**src/core/adcc_pkg.sv**
```systemverilog
package adcc_pkg;

   // ----------------------------------------------------------------
   // register map
   // ----------------------------------------------------------------
   localparam logic [1:0] ADDR_CONTROL = 2'h0;
   localparam logic [1:0] ADDR_RESULT = 2'h1;

   // converter_control field positions
   localparam int BIT_ENABLE = 0;
   localparam int BIT_GO = 1;
   localparam int BIT_CHAN_LO = 2;
   localparam int BIT_CHAN_HI = 3;
   localparam int BIT_PIN0 = 6;
   localparam int BIT_PIN1 = 7;

   // ----------------------------------------------------------------
   // reset and sleep values, and the marker load
   // ----------------------------------------------------------------
   localparam logic [1:0] PIN_SEL_DEFAULT = 2'h3;
   localparam logic [1:0] CHAN_SEL_DEFAULT = 2'h3;
   localparam logic [7:0] RESULT_RESET = 8'h00;
   localparam logic [7:0] MARKER_LOAD = 8'h80;

   // channel codes
   localparam logic [1:0] CHAN_FIRST_PIN = 2'h0;
   localparam logic [1:0] CHAN_SECOND_PIN = 2'h1;

   // ----------------------------------------------------------------
   // timing
   // ----------------------------------------------------------------
   localparam int CLK_PER_BIT_PERIOD = 4;
   localparam int CONV_BIT_PERIODS = 13;
   localparam int SHIFT_COUNT = 9;
   localparam int SAMPLE_PERIODS = CONV_BIT_PERIODS - SHIFT_COUNT;
   localparam logic [1:0] DIV_LAST = 2'(CLK_PER_BIT_PERIOD - 1);
   localparam logic [3:0] SAMPLE_LAST = 4'(SAMPLE_PERIODS - 1);
   localparam logic [3:0] SHIFT_LAST = 4'(SHIFT_COUNT - 1);

   // ----------------------------------------------------------------
   // sequencer phases, gray coded
   // ----------------------------------------------------------------
   typedef enum logic [1:0]
   {
      ADCC_IDLE = 2'b00,
      ADCC_SAMPLE = 2'b01,
      ADCC_SHIFT = 2'b11
   } adcc_phase_e;

endpackage

```
**src/core/adcc_conversion_control.sv**
```systemverilog
// Function
// - setting go with the converter enabled starts a conversion.
// - hardware clears go when the conversion finishes.
// - software clearing go aborts, keeping already resolved result bits.
// - go cannot be set while the enable bit is zero.
// - sleep clears go and enable, halting and powering down.
// - sleep forces channel select to 11, pin select unchanged.
// - wake leaves pin and channel select at 11, go and enable zero.
// - sleep leaves partial data only if a bit was already resolved.
// - previous result stays readable during the sampling phase.
// - first shift period end clears result and shifts marker one in at the top.
// - each bit shifts the marker right and stores the resolved bit behind.
// - conversion completes after nine marker shifts, then go clears.
// - marker position after abort shows how many bits were resolved.
// - sequencing runs on the system clock only, nothing proceeds asleep.
// - upper pin select bit makes second pin analog, lower the first.
// - channel 00 first pin, 01 second pin, others internal reference.
// - enable one operates the converter, zero shuts it off.
// - any reset sets both pin analog select bits to one.
// - a full conversion takes thirteen bit conversion periods.
`timescale 1ns/1ns
module adcc_conversion_control
(
   input wire logic clk_sys,
   input wire logic rst_b,
   input wire logic [1:0] regAddr,
   input wire logic [7:0] regWrData,
   input wire logic regWrite,
   input wire logic regRead,
   output logic [7:0] regRdData,
   input wire logic sleepEnter,
   input wire logic wakeEvent,
   input wire logic compareHigh,
   output logic [1:0] pin_analog_select,
   output logic [1:0] channel_select,
   output logic channelFirstPin,
   output logic channelSecondPin,
   output logic channelReference,
   output logic converterPowered,
   output logic samplingActive,
   output logic [7:0] trialCode,
   output logic conversionBusy,
   output logic asleep
);

   // ----------------------------------------------------------------
   // state
   // ----------------------------------------------------------------
   typedef struct packed
   {
      adcc_pkg::adcc_phase_e phase;
      logic [1:0] divCount;
      logic [3:0] stepCount;
      logic goFlag;
      logic converter_enable;
      logic [1:0] pinSel;
      logic [1:0] chanSel;
      logic [7:0] conversion_result;
      logic sleeping;
      logic [7:0] rdData;
   } adcc_state_s;

   adcc_state_s cur;
   adcc_state_s next_cur;

   // ----------------------------------------------------------------
   // helper signals
   // ----------------------------------------------------------------
   logic bitTick;
   logic ctrlWrite;
   logic [7:0] controlView;
   logic [7:0] markerBit;
   logic [7:0] resolved;
   logic startReq;
   logic abortReq;
   logic restartReq;
   logic shiftDone;
   logic sleepNow;
   logic wakeNow;

   // ----------------------------------------------------------------
   // control register view
   // ----------------------------------------------------------------
   always_comb
   begin
      controlView = 8'h00;
      controlView[adcc_pkg::BIT_PIN1] = cur.pinSel[1];
      controlView[adcc_pkg::BIT_PIN0] = cur.pinSel[0];
      controlView[adcc_pkg::BIT_CHAN_HI] = cur.chanSel[1];
      controlView[adcc_pkg::BIT_CHAN_LO] = cur.chanSel[0];
      controlView[adcc_pkg::BIT_GO] = cur.goFlag;
      controlView[adcc_pkg::BIT_ENABLE] = cur.converter_enable;
   end

   // ----------------------------------------------------------------
   // bit resolver
   // ----------------------------------------------------------------
   // the marker is the lowest set bit of the result; bits below it are zero
   for (genvar b = 0; b < 8; b++)
   begin : g_bit
      logic belowClear;
      logic markerAbove;

      // no set bit below this one
      if (b == 0)
      begin : g_bottom
         assign belowClear = 1'b1;
      end
      else
      begin : g_upper
         assign belowClear = !(|cur.conversion_result[b - 1:0]);
      end

      // marker one place up
      if (b == 7)
      begin : g_top
         assign markerAbove = 1'b0;
      end
      else
      begin : g_lower
         assign markerAbove = markerBit[b + 1];
      end

      assign markerBit[b] = cur.conversion_result[b] && belowClear;

      // bit under the marker takes the comparator, marker moves one place down
      assign resolved[b] = markerBit[b] ? compareHigh : (markerAbove || cur.conversion_result[b]);
   end

   // ----------------------------------------------------------------
   // bus decode
   // ----------------------------------------------------------------
   // only the control address takes writes, none while asleep
   assign ctrlWrite = regWrite && (regAddr == adcc_pkg::ADDR_CONTROL) && !cur.sleeping;

   // go is only accepted with the converter enabled
   assign startReq = ctrlWrite && regWrData[adcc_pkg::BIT_GO] && regWrData[adcc_pkg::BIT_ENABLE]
                     && cur.converter_enable && !cur.goFlag;

   // go or enable written low stops the conversion
   assign abortReq = ctrlWrite && (!regWrData[adcc_pkg::BIT_GO] || !regWrData[adcc_pkg::BIT_ENABLE]);

   // go written high as hardware clears it: the set wins
   assign restartReq = ctrlWrite && regWrData[adcc_pkg::BIT_GO] && regWrData[adcc_pkg::BIT_ENABLE] && shiftDone;

   // ----------------------------------------------------------------
   // sequencing events
   // ----------------------------------------------------------------
   // one bit period is a fixed division of the system clock
   assign bitTick = (cur.divCount == adcc_pkg::DIV_LAST);

   // ninth marker shift ends the conversion
   assign shiftDone = (cur.phase == adcc_pkg::ADCC_SHIFT) && bitTick && (cur.stepCount == adcc_pkg::SHIFT_LAST);

   // sleep only enters from the awake state, wake only acts asleep
   assign sleepNow = sleepEnter && !cur.sleeping;
   assign wakeNow = wakeEvent && cur.sleeping;

   // ----------------------------------------------------------------
   // next state
   // ----------------------------------------------------------------
   always_comb
   begin
      next_cur = cur;
      next_cur.divCount = cur.divCount + 2'h1;

      // -------------------------------------------------------------
      // sequencer
      // -------------------------------------------------------------
      unique case (cur.phase)
         adcc_pkg::ADCC_IDLE:
         begin
            next_cur.divCount = 2'h0;
         end
         adcc_pkg::ADCC_SAMPLE:
         begin
            if (bitTick)
            begin
               next_cur.stepCount = cur.stepCount + 4'h1;
               if (cur.stepCount == adcc_pkg::SAMPLE_LAST)
               begin
                  next_cur.phase = adcc_pkg::ADCC_SHIFT;
                  next_cur.stepCount = 4'h0;
               end
            end
         end
         adcc_pkg::ADCC_SHIFT:
         begin
            if (bitTick)
            begin
               next_cur.stepCount = cur.stepCount + 4'h1;
               if (cur.stepCount == 4'h0)
               begin
                  // clear and bring the marker in at the top
                  next_cur.conversion_result = adcc_pkg::MARKER_LOAD;
               end
               else
               begin
                  // resolve the weight under the marker
                  next_cur.conversion_result = resolved;
               end
               if (shiftDone)
               begin
                  // ninth shift pushes the marker out, done
                  // thirteen periods from start to here
                  next_cur.goFlag = 1'b0;
                  next_cur.phase = adcc_pkg::ADCC_IDLE;
                  next_cur.stepCount = 4'h0;
               end
            end
         end
         default:
         begin
            next_cur.phase = adcc_pkg::ADCC_IDLE;
         end
      endcase

      // -------------------------------------------------------------
      // software access to the control register
      // -------------------------------------------------------------
      if (ctrlWrite)
      begin
         next_cur.pinSel = {regWrData[adcc_pkg::BIT_PIN1], regWrData[adcc_pkg::BIT_PIN0]};
         next_cur.chanSel = {regWrData[adcc_pkg::BIT_CHAN_HI], regWrData[adcc_pkg::BIT_CHAN_LO]};
         next_cur.converter_enable = regWrData[adcc_pkg::BIT_ENABLE];
         if (startReq)
         begin
            next_cur.goFlag = 1'b1;
            next_cur.phase = adcc_pkg::ADCC_SAMPLE;
            next_cur.divCount = 2'h0;
            next_cur.stepCount = 4'h0;
         end
         else if (abortReq)
         begin
            // enable cleared also stops the converter
            next_cur.goFlag = 1'b0;
            next_cur.phase = adcc_pkg::ADCC_IDLE;
            next_cur.conversion_result = cur.conversion_result;
            next_cur.stepCount = 4'h0;
         end
         else if (restartReq)
         begin
            // software go=1 meets hardware done: the set wins, restart
            next_cur.goFlag = 1'b1;
            next_cur.phase = adcc_pkg::ADCC_SAMPLE;
            next_cur.divCount = 2'h0;
            next_cur.stepCount = 4'h0;
         end
      end

      // -------------------------------------------------------------
      // sleep and wake take priority over everything else
      // -------------------------------------------------------------
      if (sleepNow)
      begin
         // only bits resolved before this edge survive
         next_cur.goFlag = 1'b0;
         next_cur.converter_enable = 1'b0;
         next_cur.phase = adcc_pkg::ADCC_IDLE;
         next_cur.stepCount = 4'h0;
         next_cur.conversion_result = cur.conversion_result;
         next_cur.chanSel = adcc_pkg::CHAN_SEL_DEFAULT;
         next_cur.pinSel = cur.pinSel;
         next_cur.sleeping = 1'b1;
      end
      else if (cur.sleeping)
      begin
         next_cur.phase = adcc_pkg::ADCC_IDLE;
         next_cur.divCount = 2'h0;
         if (wakeNow)
         begin
            next_cur.pinSel = adcc_pkg::PIN_SEL_DEFAULT;
            next_cur.chanSel = adcc_pkg::CHAN_SEL_DEFAULT;
            next_cur.goFlag = 1'b0;
            next_cur.converter_enable = 1'b0;
            next_cur.sleeping = 1'b0;
         end
      end

      // -------------------------------------------------------------
      // read data, standing only in the cycle after the strobe
      // -------------------------------------------------------------
      if (regRead)
      begin
         unique case (regAddr)
            adcc_pkg::ADDR_CONTROL:
            begin
               next_cur.rdData = controlView;
            end
            adcc_pkg::ADDR_RESULT:
            begin
               next_cur.rdData = cur.conversion_result;
            end
            default:
            begin
               next_cur.rdData = 8'h00;
            end
         endcase
      end
      else
      begin
         next_cur.rdData = 8'h00;
      end
   end

   // ----------------------------------------------------------------
   // registers
   // ----------------------------------------------------------------
   always_ff @(posedge clk_sys or negedge rst_b)
   begin
      if (!rst_b)
      begin
         cur.phase <= adcc_pkg::ADCC_IDLE;
         cur.divCount <= 2'h0;
         cur.stepCount <= 4'h0;
         cur.goFlag <= 1'b0;
         cur.converter_enable <= 1'b0;
         cur.pinSel <= adcc_pkg::PIN_SEL_DEFAULT;
         cur.chanSel <= adcc_pkg::CHAN_SEL_DEFAULT;
         cur.conversion_result <= adcc_pkg::RESULT_RESET;
         cur.sleeping <= 1'b0;
         cur.rdData <= 8'h00;
      end
      else
      begin
         // whole state registered in one step
         cur <= next_cur;
      end
   end

   // ----------------------------------------------------------------
   // register bus outputs
   // ----------------------------------------------------------------
   assign regRdData = cur.rdData;

   // ----------------------------------------------------------------
   // pin and channel outputs
   // ----------------------------------------------------------------
   // one bit per pin, analog when set
   assign pin_analog_select = cur.pinSel;
   assign channel_select = cur.chanSel;
   assign channelFirstPin = (cur.chanSel == adcc_pkg::CHAN_FIRST_PIN);
   assign channelSecondPin = (cur.chanSel == adcc_pkg::CHAN_SECOND_PIN);
   assign channelReference = !channelFirstPin && !channelSecondPin;

   // ----------------------------------------------------------------
   // converter status outputs
   // ----------------------------------------------------------------
   // power follows the enable bit
   assign converterPowered = cur.converter_enable;
   // decode of the phase flop, no extra delay
   assign samplingActive = (cur.phase == adcc_pkg::ADCC_SAMPLE);
   assign trialCode = cur.conversion_result;
   assign conversionBusy = cur.goFlag;
   assign asleep = cur.sleeping;

endmodule // adcc_conversion_control

```
**config.mk**
```make
export PLATFORM = sky130hd
export DESIGN_NAME = adcc_conversion_control
export DESIGN_NICKNAME = d
export VERILOG_FILES = /design/src/core/adcc_pkg.sv /design/src/core/adcc_conversion_control.sv
export SDC_FILE = /design/constraint.sdc
export NUM_CORES = 1
export LEC_CHECK = 0
export BUFFER_PORTS_ARGS = -buffer_cell sky130_fd_sc_hd__clkbuf_2
export CORE_ASPECT_RATIO = 1.1
export CORE_MARGIN = 2
export CORE_UTILIZATION = 30
export DETAILED_ROUTE_END_ITERATION = 8
export GPL_TIMING_DRIVEN = 0
export PLACE_DENSITY_LB_ADDON = 0.2
export SLEW_MARGIN = 40
export SYNTH_ARGS = -nofsm -noshare
export SYNTH_HDL_FRONTEND = slang
export SYNTH_SLANG_ARGS = --single-unit
```
**constraint.sdc**
```tcl
create_clock -name clk_sys -period 2.58 [get_ports clk_sys]
set_clock_uncertainty 0.15 [all_clocks]
set_input_delay 0 -clock clk_sys [delete_from_list [all_inputs] [get_ports clk_sys]]
set_output_delay 0 -clock clk_sys [all_outputs]
set_load 0.02 [all_outputs]
```
**Yosys cells after proc, flatten, opt, wreduce, memory -nomap -nowiden**

Index checks and enable logic that the tools add are counted.

- Magnitude comparators: 0
- $mul: 0
- Shifts and indexed selects: 0
- Bitwise operators: 1
- Eq/ne operators: 8
- Muxes and demuxes: 43
- Reductions and logical operators: 52
- Div/mod/pow operators: 0
- $add $sub $neg: 2

Operators by type and width:

| kind | number |
|---|---|
| 8-bit 2-to-1 mux | 6 |
| 22-bit 2-to-1 mux | 1 |
| 1-bit logical AND | 20 |
| 2-bit 2-to-1 mux | 9 |
| 6-bit 2-to-1 mux | 3 |
| 9-bit 2-to-1 mux | 2 |
| 4-bit 2-to-1 mux | 4 |
| 8-bit case mux with 2 select lines | 1 |
| 5-bit 2-to-1 mux | 3 |
| 1-bit logical NOT | 13 |
| 1-bit 2-to-1 mux | 12 |
| 1-bit logical OR | 8 |
| 4-bit case mux with 2 select lines | 1 |
| 7-bit OR reduction | 1 |
| 2-bit by 1-bit equality test with 1-bit output, second input constant | 3 |
| 2-bit logical NOT | 3 |
| 2-bit case mux with 3 select lines | 1 |
| 6-bit OR reduction | 1 |
| 5-bit OR reduction | 1 |
| 4-bit by 1-bit adder with 4-bit output, second input constant | 1 |
| 2-bit equality test, second input constant | 2 |
| 4-bit by 2-bit equality test with 1-bit output, second input constant | 1 |
| 4-bit equality test, second input constant | 1 |
| 4-bit logical NOT | 1 |
| other kinds (7) | 7 |

- Bits of input ports: 17
- Bits in writable memories: 0
- Latch bits: 0
- Memories kept: 0
- Output and inout bits: 27
- Memory bits (read-only): 0
- Flip-flop bits (word level): 31
- Logic and storage cells: 116

**Longest topological paths before layout**

Gate-level depths: netlist of run 1.

- Depth after elaboration: 14
- Mapped depth: 6
- Gate-level depth less buffers: 6

**Worst setup path before layout of run 1**

Ideal clock, no wire load.

- Path type: reg-to-reg
- Start: register cur, in the netlist asleep
- End: register cur[30] (netlist name)
- Slack: 0.619 ns
- Setup time: 0.144 ns
- Arrival: 1.667 ns
- Clock period less this slack: 1.961 ns
- Buffers on the path: 2
- Stages on the path, launching flop included: 6
- Required time: 2.286 ns
- Cell sequence: dfrtp_1 buf_2 or4b_1 buf_2 a211oi_1 a2111oi_0

RTL lines:

| element | line | RTL |
|---|---|---|
| start: declaration | adcc_conversion_control.sv:63 | `adcc_state_s cur;` |
| start signal: assignment | adcc_conversion_control.sv:327 | `cur <= next_cur;` |

**Worst setup path in the final report of run 1**

- Start: register cur, in the netlist asleep
- End: register cur, in the netlist pin_analog_select[1]

- Cells in the longest elaborated chain, start to end: 5
- Elaborated cells between the ends (all ways): 7
- Those cells by class: 3 x mux; 4 x reduce/logical

Ends and longest elaborated chain:

| element | line | RTL |
|---|---|---|
| 1-bit logical NOT | adcc_conversion_control.sv:134, adcc_conversion_control.sv:156 |  |
| 1-bit logical AND | adcc_conversion_control.sv:134 | `assign ctrlWrite = regWrite && (regAddr == adcc_pkg::ADDR_CONTROL) && !cur.sleeping;` |
| 22-bit 2-to-1 mux | adcc_conversion_control.sv:221 | `if (ctrlWrite)` |
| 6-bit 2-to-1 mux | adcc_conversion_control.sv:270 | `if (wakeNow)` |
| 6-bit 2-to-1 mux | adcc_conversion_control.sv:266 | `else if (cur.sleeping)` |

Several ways; a longest one is shown, not always the timed one.
A chain may end at the register's enable or synchronous reset.

==> impl_metrics.ini, run 1 <==
[clocking]
cts-buffers-inserted = 5
cts_resized = 0
clk_latency_ns = 0.28
h-tree-depth = 2
cts_tree = yes
cts_sinks = 31
clk_pin_slew_ns = 0.07
cts_root_buf = clkbuf_8
cts_buffer_depth = 2

[layout]
fin_area_um2 = 2330
n_antenna_cell = 0
drive_above_1_share_pct = 32.3
syn_to_final_growth_pct = 33.9
stdcell_count = 325
num-nets-final = 267

[synth]
synth-seq-cells = 31
synthDistinctLibCells = 40
synthCells = 181
ys.flop_type = dfrtp_1
syn_area_um2 = 1740
ys_warn_count = 0
synth-edff-count = 0
syn_nets = 201
async_reset_ff_share_pct = 100
avgSynthCellArea_um2 = 9.64
ys_seq_area_share_pct = 44.8

[placed_design]
placed_cells = 298
port_buffers = 40
dpl.hpwl_mm = 2.76
globalplace.congestion = 0.787
dpl-instance-area_um2 = 2040

[timing]
layout_min_cycle_time_ns = 2.32
relSlewSlack_pct = 53.6
tns_ns = 0
drv_slew = 0
period_share_pct = 89.9
rsz0062_at_grt = no
hold_viol = 0
max_freq_ghz = 0.431
tightest_slew_ns = 0.696
setup_viol = 0

[route]
drtPass1Iterations = 4
wl_per_cell_um = 11.8
via_per_inst = 4.39
routed_wl_mm = 3.82
vias = 1427
dr.first_iter.drc_count = 49
ant_nets = 0
drcViolationCount = 0

[global_route]
grt_pass1_wl_mm = 6.67
grt_max_degree = 32
grt_pass1_vias = 1454
overflow = 0
antenna_found_initial = 0
grt.total_usage_pct = 12.9

[run]
cap_violations = 0

[hold_path]
hp-start = regWrite
whs_endpoint = conversionBusy
hp-class = in -> reg
whs_path_depth = 5

[setup_path]
reg2reg_to = pin_analog_select[1]
critPathKind = reg -> reg
reg2reg_slack_ns = 0.26
crit_path_max_fanout = 10
worstPathArrival_ns = 2.39
endpoint_kind = register
critical_path_required_ns = 2.65
r2r_start = asleep
critPathLaunchType = register
r2r_cells = 7

[status]
outcome = finished clean

[power]
power_per_cell_area_nw_per_um2 = 462
p_leak_nw = 1.08
vdd_drop_max_uv = 290

[floorplan]
design.die.area_um2 = 6440
fp.dieW_um = 76.7
die_h_um = 84.0
core_um2 = 5700
rows = 29
io_pins = 44
initial_core_util_pct = 30.6
## cells in the final DEF (no fill, tap or decap), types with 2 or more instances in the layout
master         count
a22o_1             2
nor4_1             2
o2bb2ai_1          4
nor4b_1            2
nand4_1            2
nor2b_1            6
xor2_1             2
ha_1               3
inv_1              5
a32o_1             2
or2b_1             2
nand3_1            4
dfrtp_1           27
mux2i_1            7
clkbuf_8           7
dlygate4sd3_1     19
buf_4             21
clkbuf_2          39
buf_2              3
a21oi_1            6
or4b_1             2
nand2b_1           3
nor3_1             6
dfstp_2            4
o21ai_0            6
nor2_1            17
nand2_1           24
a21boi_0           2
and3_1             2
clkbuf_1           3
## flip-flops by register name, summed over array words and instances, names as in the netlist
register / cells
cur: 8
pin_analog_select: 2
asleep: 1
trialCode: 8
converterPowered: 1
channel_select: 2
regRdData: 8
conversionBusy: 1
## how the worst max path moves through the flow
stage                  from                    to  slack, ns  cells after the start
detailed placement  cur[27]               cur[30]       0.47                      6
CTS                  asleep  pin_analog_select[1]       0.26                      7
global placement    cur[27]               cur[30]       0.47                      6
finish               asleep  pin_analog_select[1]       0.26                      7
global route         asleep  pin_analog_select[0]       0.15                      7
floorplan            asleep               cur[30]       0.62                      5
## synth_stat cells, types with 3 or more instances
master | number | area, um2
nand3_1 | 4 | 20.0
nor2_1 | 17 | 63.8
clkbuf_1 | 3 | 11.3
ha_1 | 3 | 37.5
inv_1 | 5 | 18.8
a21oi_1 | 6 | 30.0
nand2b_1 | 3 | 18.8
mux2i_1 | 7 | 70.1
o2bb2ai_1 | 4 | 35.0
dfstp_2 | 4 | 105
buf_4 | 21 | 158
nor2b_1 | 6 | 37.5
nor3_1 | 6 | 30.0
dfrtp_1 | 27 | 676
nand2_1 | 24 | 90.1
o21ai_0 | 6 | 30.0
## critical path, stage by stage, from the launching register on
cell,delay (ns)
dfrtp_1,0.37
buf_2,0.19
or4b_1,0.52
buf_2,0.19
nor2_1,0.13
nand2_1,0.06
dlygate4sd3_1,0.56
nand3_1,0.09
## cells by family after synthesis
group | Yosys count | synth area share [%]
adder cells (fa/ha/maj) | 3 | 2.15
AO/OA/AOI/OAI | 31 | 13.6
multiplexers | 7 | 4.02
XOR/XNOR | 2 | 1.00
AND/OR/NAND/NOR | 76 | 23.1
flip-flops | 31 | 44.8
buffers and inverters | 31 | 11.3
## where the power goes
part	switching (mW)	total [mW]	internal [mW]
logic	0.0803	0.144	0.0640
clock network	0.184	0.426	0.243
registers	0.00781	0.508	0.500
## repair_timing
action | 4_1_cts | 5_1_grt
hold buffers | 19 | 0
endpoints found under the hold margin | 45 | 0
buffers inserted | 0 | 0
## through the flow
stage | setup slack [ns] | power (mW) | hold WS, ns | util [%]
4_1_cts | 0.265 | 1.09 | 0.116 | 41.0
5_1_grt | 0.151 | 1.13 | 0.136 | 41.0
3_5_place_dp | 0.475 | 0.643 | -0.0203 | 35.8
3_3_place_gp | 0.468 | 0.643 | -0.0227 | 35.8
6_report | 0.261 | 1.08 | 0.109 | 41.0
2_1_floorplan | 0.619 | 0.594 | -0.446 | -
## cell type report
type,instances,area (um2)
Inverter,5,18.8
Fill cell,579,3360
Sequential cell,31,781
Timing Repair Buffer,59,390
Tap cell,77,96.3
Multi-Input combinational cell,119,766
Buffer,26,179
Clock inverter,1,7.51
Clock buffer,7,96.3
## layer usage
metal | vias to the layer above | routed length [um] | global-route usage [%]
met4 | 0 | 39 | 4.46
met2 | 27 | 1910 | 21.9
li1 | 741 | - | -
met3 | 4 | 130 | 3.35
met1 | 655 | 1740 | 15.8
met5 | - | 0 | 0
No activity file was read; power rests on OpenSTA's default activity.
==> run 2: changes to the inputs <==
--- a/config.mk
+++ b/config.mk
@@ -6,7 +6,7 @@
 export NUM_CORES = 1
 export LEC_CHECK = 0
 export BUFFER_PORTS_ARGS = -buffer_cell sky130_fd_sc_hd__clkbuf_2
-export CORE_ASPECT_RATIO = 1.1
+export CORE_ASPECT_RATIO = 0.75
 export CORE_MARGIN = 2
 export CORE_UTILIZATION = 30
 export DETAILED_ROUTE_END_ITERATION = 8
==> run 2 against run 1 <==
Sequential cell count is the same. Cell area is 1.2% higher. Core utilization grew 0.42 points. Highest routed layer unchanged.
==> impl_metrics.ini, run 2 (same netlist as run 1, synthesis figures left out) <==
[route]
via_per_inst = 4.44
wl_per_cell_um = 12.4
drcViolationCount = 0
ant_nets = 0
dr.first_iter.drc_count = 54
routed_wl_mm = 4.07
drtPass1Iterations = 4
vias = 1451

[placed_design]
dpl.hpwl_mm = 2.88
placed_cells = 299
globalplace.congestion = 0.737
port_buffers = 40

[global_route]
grt_pass1_vias = 1454
met2_usage_pct = 21.2
grt_pass1_wl_mm = 7.11
antenna_found_initial = 0
grt.total_usage_pct = 14.0
use_met1_pct = 20.0
overflow = 0
grt_max_degree = 32
use_met3_pct = 3.34
grt-busiest-layer = met2

[power]
power_per_cell_area_nw_per_um2 = 489
switching_share_pct = 24.0
seq_power_share_pct = 44.0
power_frac_comb_pct = 12.6
vdd_drop_max_uv = 231
p_switching_uw = 278
p_leak_nw = 1.10
internal-power_uw = 877
pwr-share-clk_pct = 43.4

[timing]
drv_slew = 0
whs_ns = 0.0390
hold_viol = 0
period_share_pct = 89.6
tns_ns = 0
layout_min_cycle_time_ns = 2.31
tightest_slew_ns = 0.567
setup_viol = 0
max_freq_ghz = 0.433
relSlewSlack_pct = 62.1
rsz0062_at_grt = no

[floorplan]
io_pins = 44
rows = 24
design.die.area_um2 = 6450
fp.dieW_um = 92.0
die_h_um = 70.0
core_um2 = 5710
initial_core_util_pct = 30.6

[setup_path]
critPathLaunchType = register
critPathKind = reg -> reg
endpoint_kind = register
crit_path_max_fanout = 10
worstPathArrival_ns = 2.38
critical_path_required_ns = 2.65

[clocking]
clk_pin_slew_ns = 0.07
clk_latency_ns = 0.28
cts_root_buf = clkbuf_8
cts-buffers-inserted = 5
h-tree-depth = 2
cts_buffer_depth = 2
cts_resized = 0
cts_sinks = 31
cts_tree = yes

[status]
outcome = finished clean

[layout]
final_cell_mix = clkbuf_2, dfrtp_1, nand2_1, buf_4, dlygate4sd3_1
stdcell_count = 327
num-nets-final = 268
fillers = 606
layout_commonest_cell = clkbuf_2
n_antenna_cell = 0
drive_above_1_share_pct = 32.1
syn_to_final_growth_pct = 35.4

[hold_path]
hp-class = in -> async

[run]
cap_violations = 0
==> run 2: worst paths after layout <==
path	startpoint	endpoint	slack, ns	cells past startpoint
min in group clk_sys	regWrite	conversionBusy	0.11	5
worst max-delay path	asleep	pin_analog_select[0]	0.27	7
worst min-delay path	rst_b	cur[26]	0.04	2
worst min register to register	cur[27]	cur[27]	0.30	1
max in group asynchronous	rst_b	channel_select[1]	1.91	2
worst max register to register	asleep	pin_analog_select[0]	0.27	7
==> run 2: area by class of cell <==
type                    instances  area (um2)  area share [%]
flip-flops and latches         31         781            33.1
multi-input cells             119         766            32.4
repair buffers                 60         403            17.1
plain buffers                  26         179            7.57
well taps                      78        97.6            4.13
clock buffers                   6        82.6            3.50
clock inverters                 2        35.0            1.48
inverters                       5        18.8           0.794
==> run 2: what timing repair did <==
action                                  CTS  global route
endpoints found under the hold margin    45             0
buffers inserted                          0             0
hold buffers                             20             0
endpoints found under the setup margin    0             0
==> run 2: critical path, stage by stage, from the launching register on <==
cell           delay (ns)
dfrtp_1              0.38
buf_2                0.18
or4b_1               0.51
buf_2                0.20
nor2_1               0.14
nand2_1              0.06
dlygate4sd3_1        0.55
nand3_1              0.08
==> run 2: routing by layer <==
metal	part of all wire, %	wire [um]
met1	52	2110
met2	44	1770
met3	3.7	149
met4	0.69	28
met5	0	0
==> run 2: power groups by stage <==
stage | sequential, mW | combinational, mW | clock [mW]
floorplan | 0.519 | 0.0748 | 0
global placement | 0.518 | 0.125 | 0
detailed placement | 0.518 | 0.125 | 0
CTS | 0.509 | 0.146 | 0.515
global route | 0.510 | 0.162 | 0.535
finish | 0.509 | 0.146 | 0.501
==> run 2: through the flow <==
step	cell area [um2]	worst slack (ns)	total power, mW	util [%]
global route	2360	0.151	1.21	41.4
global placement	2040	0.418	0.643	35.8
floorplan	1740	0.619	0.594	-
finish	2360	0.269	1.16	41.4
detailed placement	2040	0.421	0.643	35.8
CTS	2360	0.268	1.17	41.4
==> run 3: changes to the inputs <==
--- a/config.mk
+++ b/config.mk
@@ -6,8 +6,9 @@
 export NUM_CORES = 1
 export LEC_CHECK = 0
 export BUFFER_PORTS_ARGS = -buffer_cell sky130_fd_sc_hd__clkbuf_2
+export CELL_PAD_IN_SITES_DETAIL_PLACEMENT = 0
+export CELL_PAD_IN_SITES_GLOBAL_PLACEMENT = 1
 export CORE_ASPECT_RATIO = 0.75
-export CORE_MARGIN = 2
 export CORE_UTILIZATION = 30
 export DETAILED_ROUTE_END_ITERATION = 8
 export GPL_TIMING_DRIVEN = 0
==> constraint.sdc (replaced) <==
create_clock -name clk_sys -period 2.58 [get_ports clk_sys]
set_clock_uncertainty 0.15 [all_clocks]
set_input_delay 0.258 -clock clk_sys [delete_from_list [all_inputs] [get_ports clk_sys]]
set_output_delay 0.258 -clock clk_sys [all_outputs]
set_load 0.02 [all_outputs]
==> run 3 against run 2 <==
Worst hold slack got worse by 0.021 ns. First-iteration DRC count rose by 1.9%. Global-route usage is 0.099 points higher.
==> impl_metrics.ini, run 3 (same netlist as run 1, synthesis figures left out) <==
[global_route]
overflow = 0
grt_max_degree = 32
grt_pass1_wl_mm = 6.56
grt_pass1_vias = 1292
grt.total_usage_pct = 14.1
antenna_found_initial = 0

[floorplan]
core_um2 = 5470
design.die.area_um2 = 6130
die_h_um = 68.0
rows = 23
io_pins = 44
initial_core_util_pct = 31.9
fp.dieW_um = 90.0

[placed_design]
dpl.hpwl_mm = 2.91
port_buffers = 40
globalplace.congestion = 0.718

[clocking]
h-tree-depth = 2
cts_root_buf = clkbuf_8
cts-buffers-inserted = 5
clk_pin_slew_ns = 0.07
ctsHoldBuffers = 1
cts_sinks = 31
clk_latency_ns = 0.28
post_cts_buffers = 0
cts_buffer_depth = 2
cts_tree = yes
cts_resized = 0

[timing]
hold_viol = 0
tightest_slew_ns = 0.563
tns_ns = 0
relSlewSlack_pct = 62.4
layout_min_cycle_time_ns = 2.18
rsz0062_at_grt = no
setup_viol = 0
max_freq_ghz = 0.459
period_share_pct = 84.5
drv_slew = 0

[power]
p_leak_nw = 1.02
power_per_cell_area_nw_per_um2 = 485
power.total_mw = 1.04
vdd_drop_max_uv = 171

[route]
ant_nets = 0
wl_per_cell_um = 12.8
drcViolationCount = 0
drtPass1Iterations = 4
vias = 1382
via_per_inst = 4.53
dr.first_iter.drc_count = 55
routed_wl_mm = 3.90

[layout]
n_antenna_cell = 0
drive_above_1_share_pct = 34.3
final_cell_mix = clkbuf_2, dfrtp_1, nand2_1, buf_4, nor2_1
syn_to_final_growth_pct = 22.8
fillers = 562
layout_commonest_cell = clkbuf_2
num-nets-final = 249

[setup_path]
endpoint_kind = register
critPathKind = reg -> reg
critical_path_required_ns = 2.57
reg2reg_slack_ns = 0.40
critPathLaunchType = register
crit_path_max_fanout = 8
worstPathArrival_ns = 2.17

[hold_path]
hp-class = in -> reg

[status]
outcome = finished clean

[run]
cap_violations = 0
[run 3: metal layers]
| metal | wire (um) | track usage [%] | part of all wire [%] |
|---|---|---|---|
| met4 | 34 | 5.44 | 0.87 |
| met2 | 1590 | 21.1 | 41 |
| met1 | 2070 | 19.3 | 53 |
| met5 | 0 | 0 | 0 |
| met3 | 207 | 3.89 | 5.3 |
[run 3: critical path, stage by stage, from the launching register on]
cell and delay, ns:
dfrtp_1 0.36, ha_1 0.23, and2_0 0.14, clkbuf_1 0.22
nand4_1 0.31, a211oi_1 0.49, a2111oi_0 0.13
[run 3: path summary, 6_finish.rpt]
path / start / end / cells past startpoint
max: cur[27] / cur[30] / 6
min: regWrData[6] / pin_analog_select[0] / 3
max reg2reg: cur[27] / cur[30] / 6
min reg2reg: cur[27] / cur[27] / 1
max in group asynchronous: rst_b / pin_analog_select[1] / 2
min in group asynchronous: rst_b / cur[30] / 2
[run 3: per-stage QoR]
stage	cells	hold slack, ns	util, %	instance area [um2]	worst slack (ns)
2_1_floorplan	181	-0.188	-	1740	0.619
3_3_place_gp	296	0.249	37.3	2040	0.382
3_5_place_dp	296	0.114	37.3	2040	0.418
4_1_cts	305	0.0113	39.2	2140	0.395
5_1_grt	305	0.0245	39.2	2140	0.190
6_report	305	0.0182	39.2	2140	0.399
[run 3: area by class of cell]
| cell class | instances | area (um2) | share of cell area (%) |
|---|---|---|---|
| Multi-Input combinational cell | 119 | 766 | 35.7 |
| Timing Repair Buffer | 41 | 213 | 9.93 |
| Inverter | 5 | 18.8 | 0.876 |
| Clock inverter | 1 | 5.00 | 0.234 |
| Clock buffer | 7 | 86.3 | 4.03 |
| Tap cell | 75 | 93.8 | 4.38 |
| Sequential cell | 31 | 781 | 36.4 |
| Buffer | 26 | 179 | 8.35 |
[run 3: where the power goes]
| group | internal, mW | leakage (nW) | total [mW] | switching [mW] |
|---|---|---|---|---|
| Clock | 0.215 | 0.0482 | 0.405 | 0.190 |
| Sequential | 0.500 | 0.415 | 0.509 | 0.00863 |
| Combinational | 0.0483 | 0.555 | 0.125 | 0.0769 |
| Total | 0.764 | 1.02 | 1.04 | 0.275 |
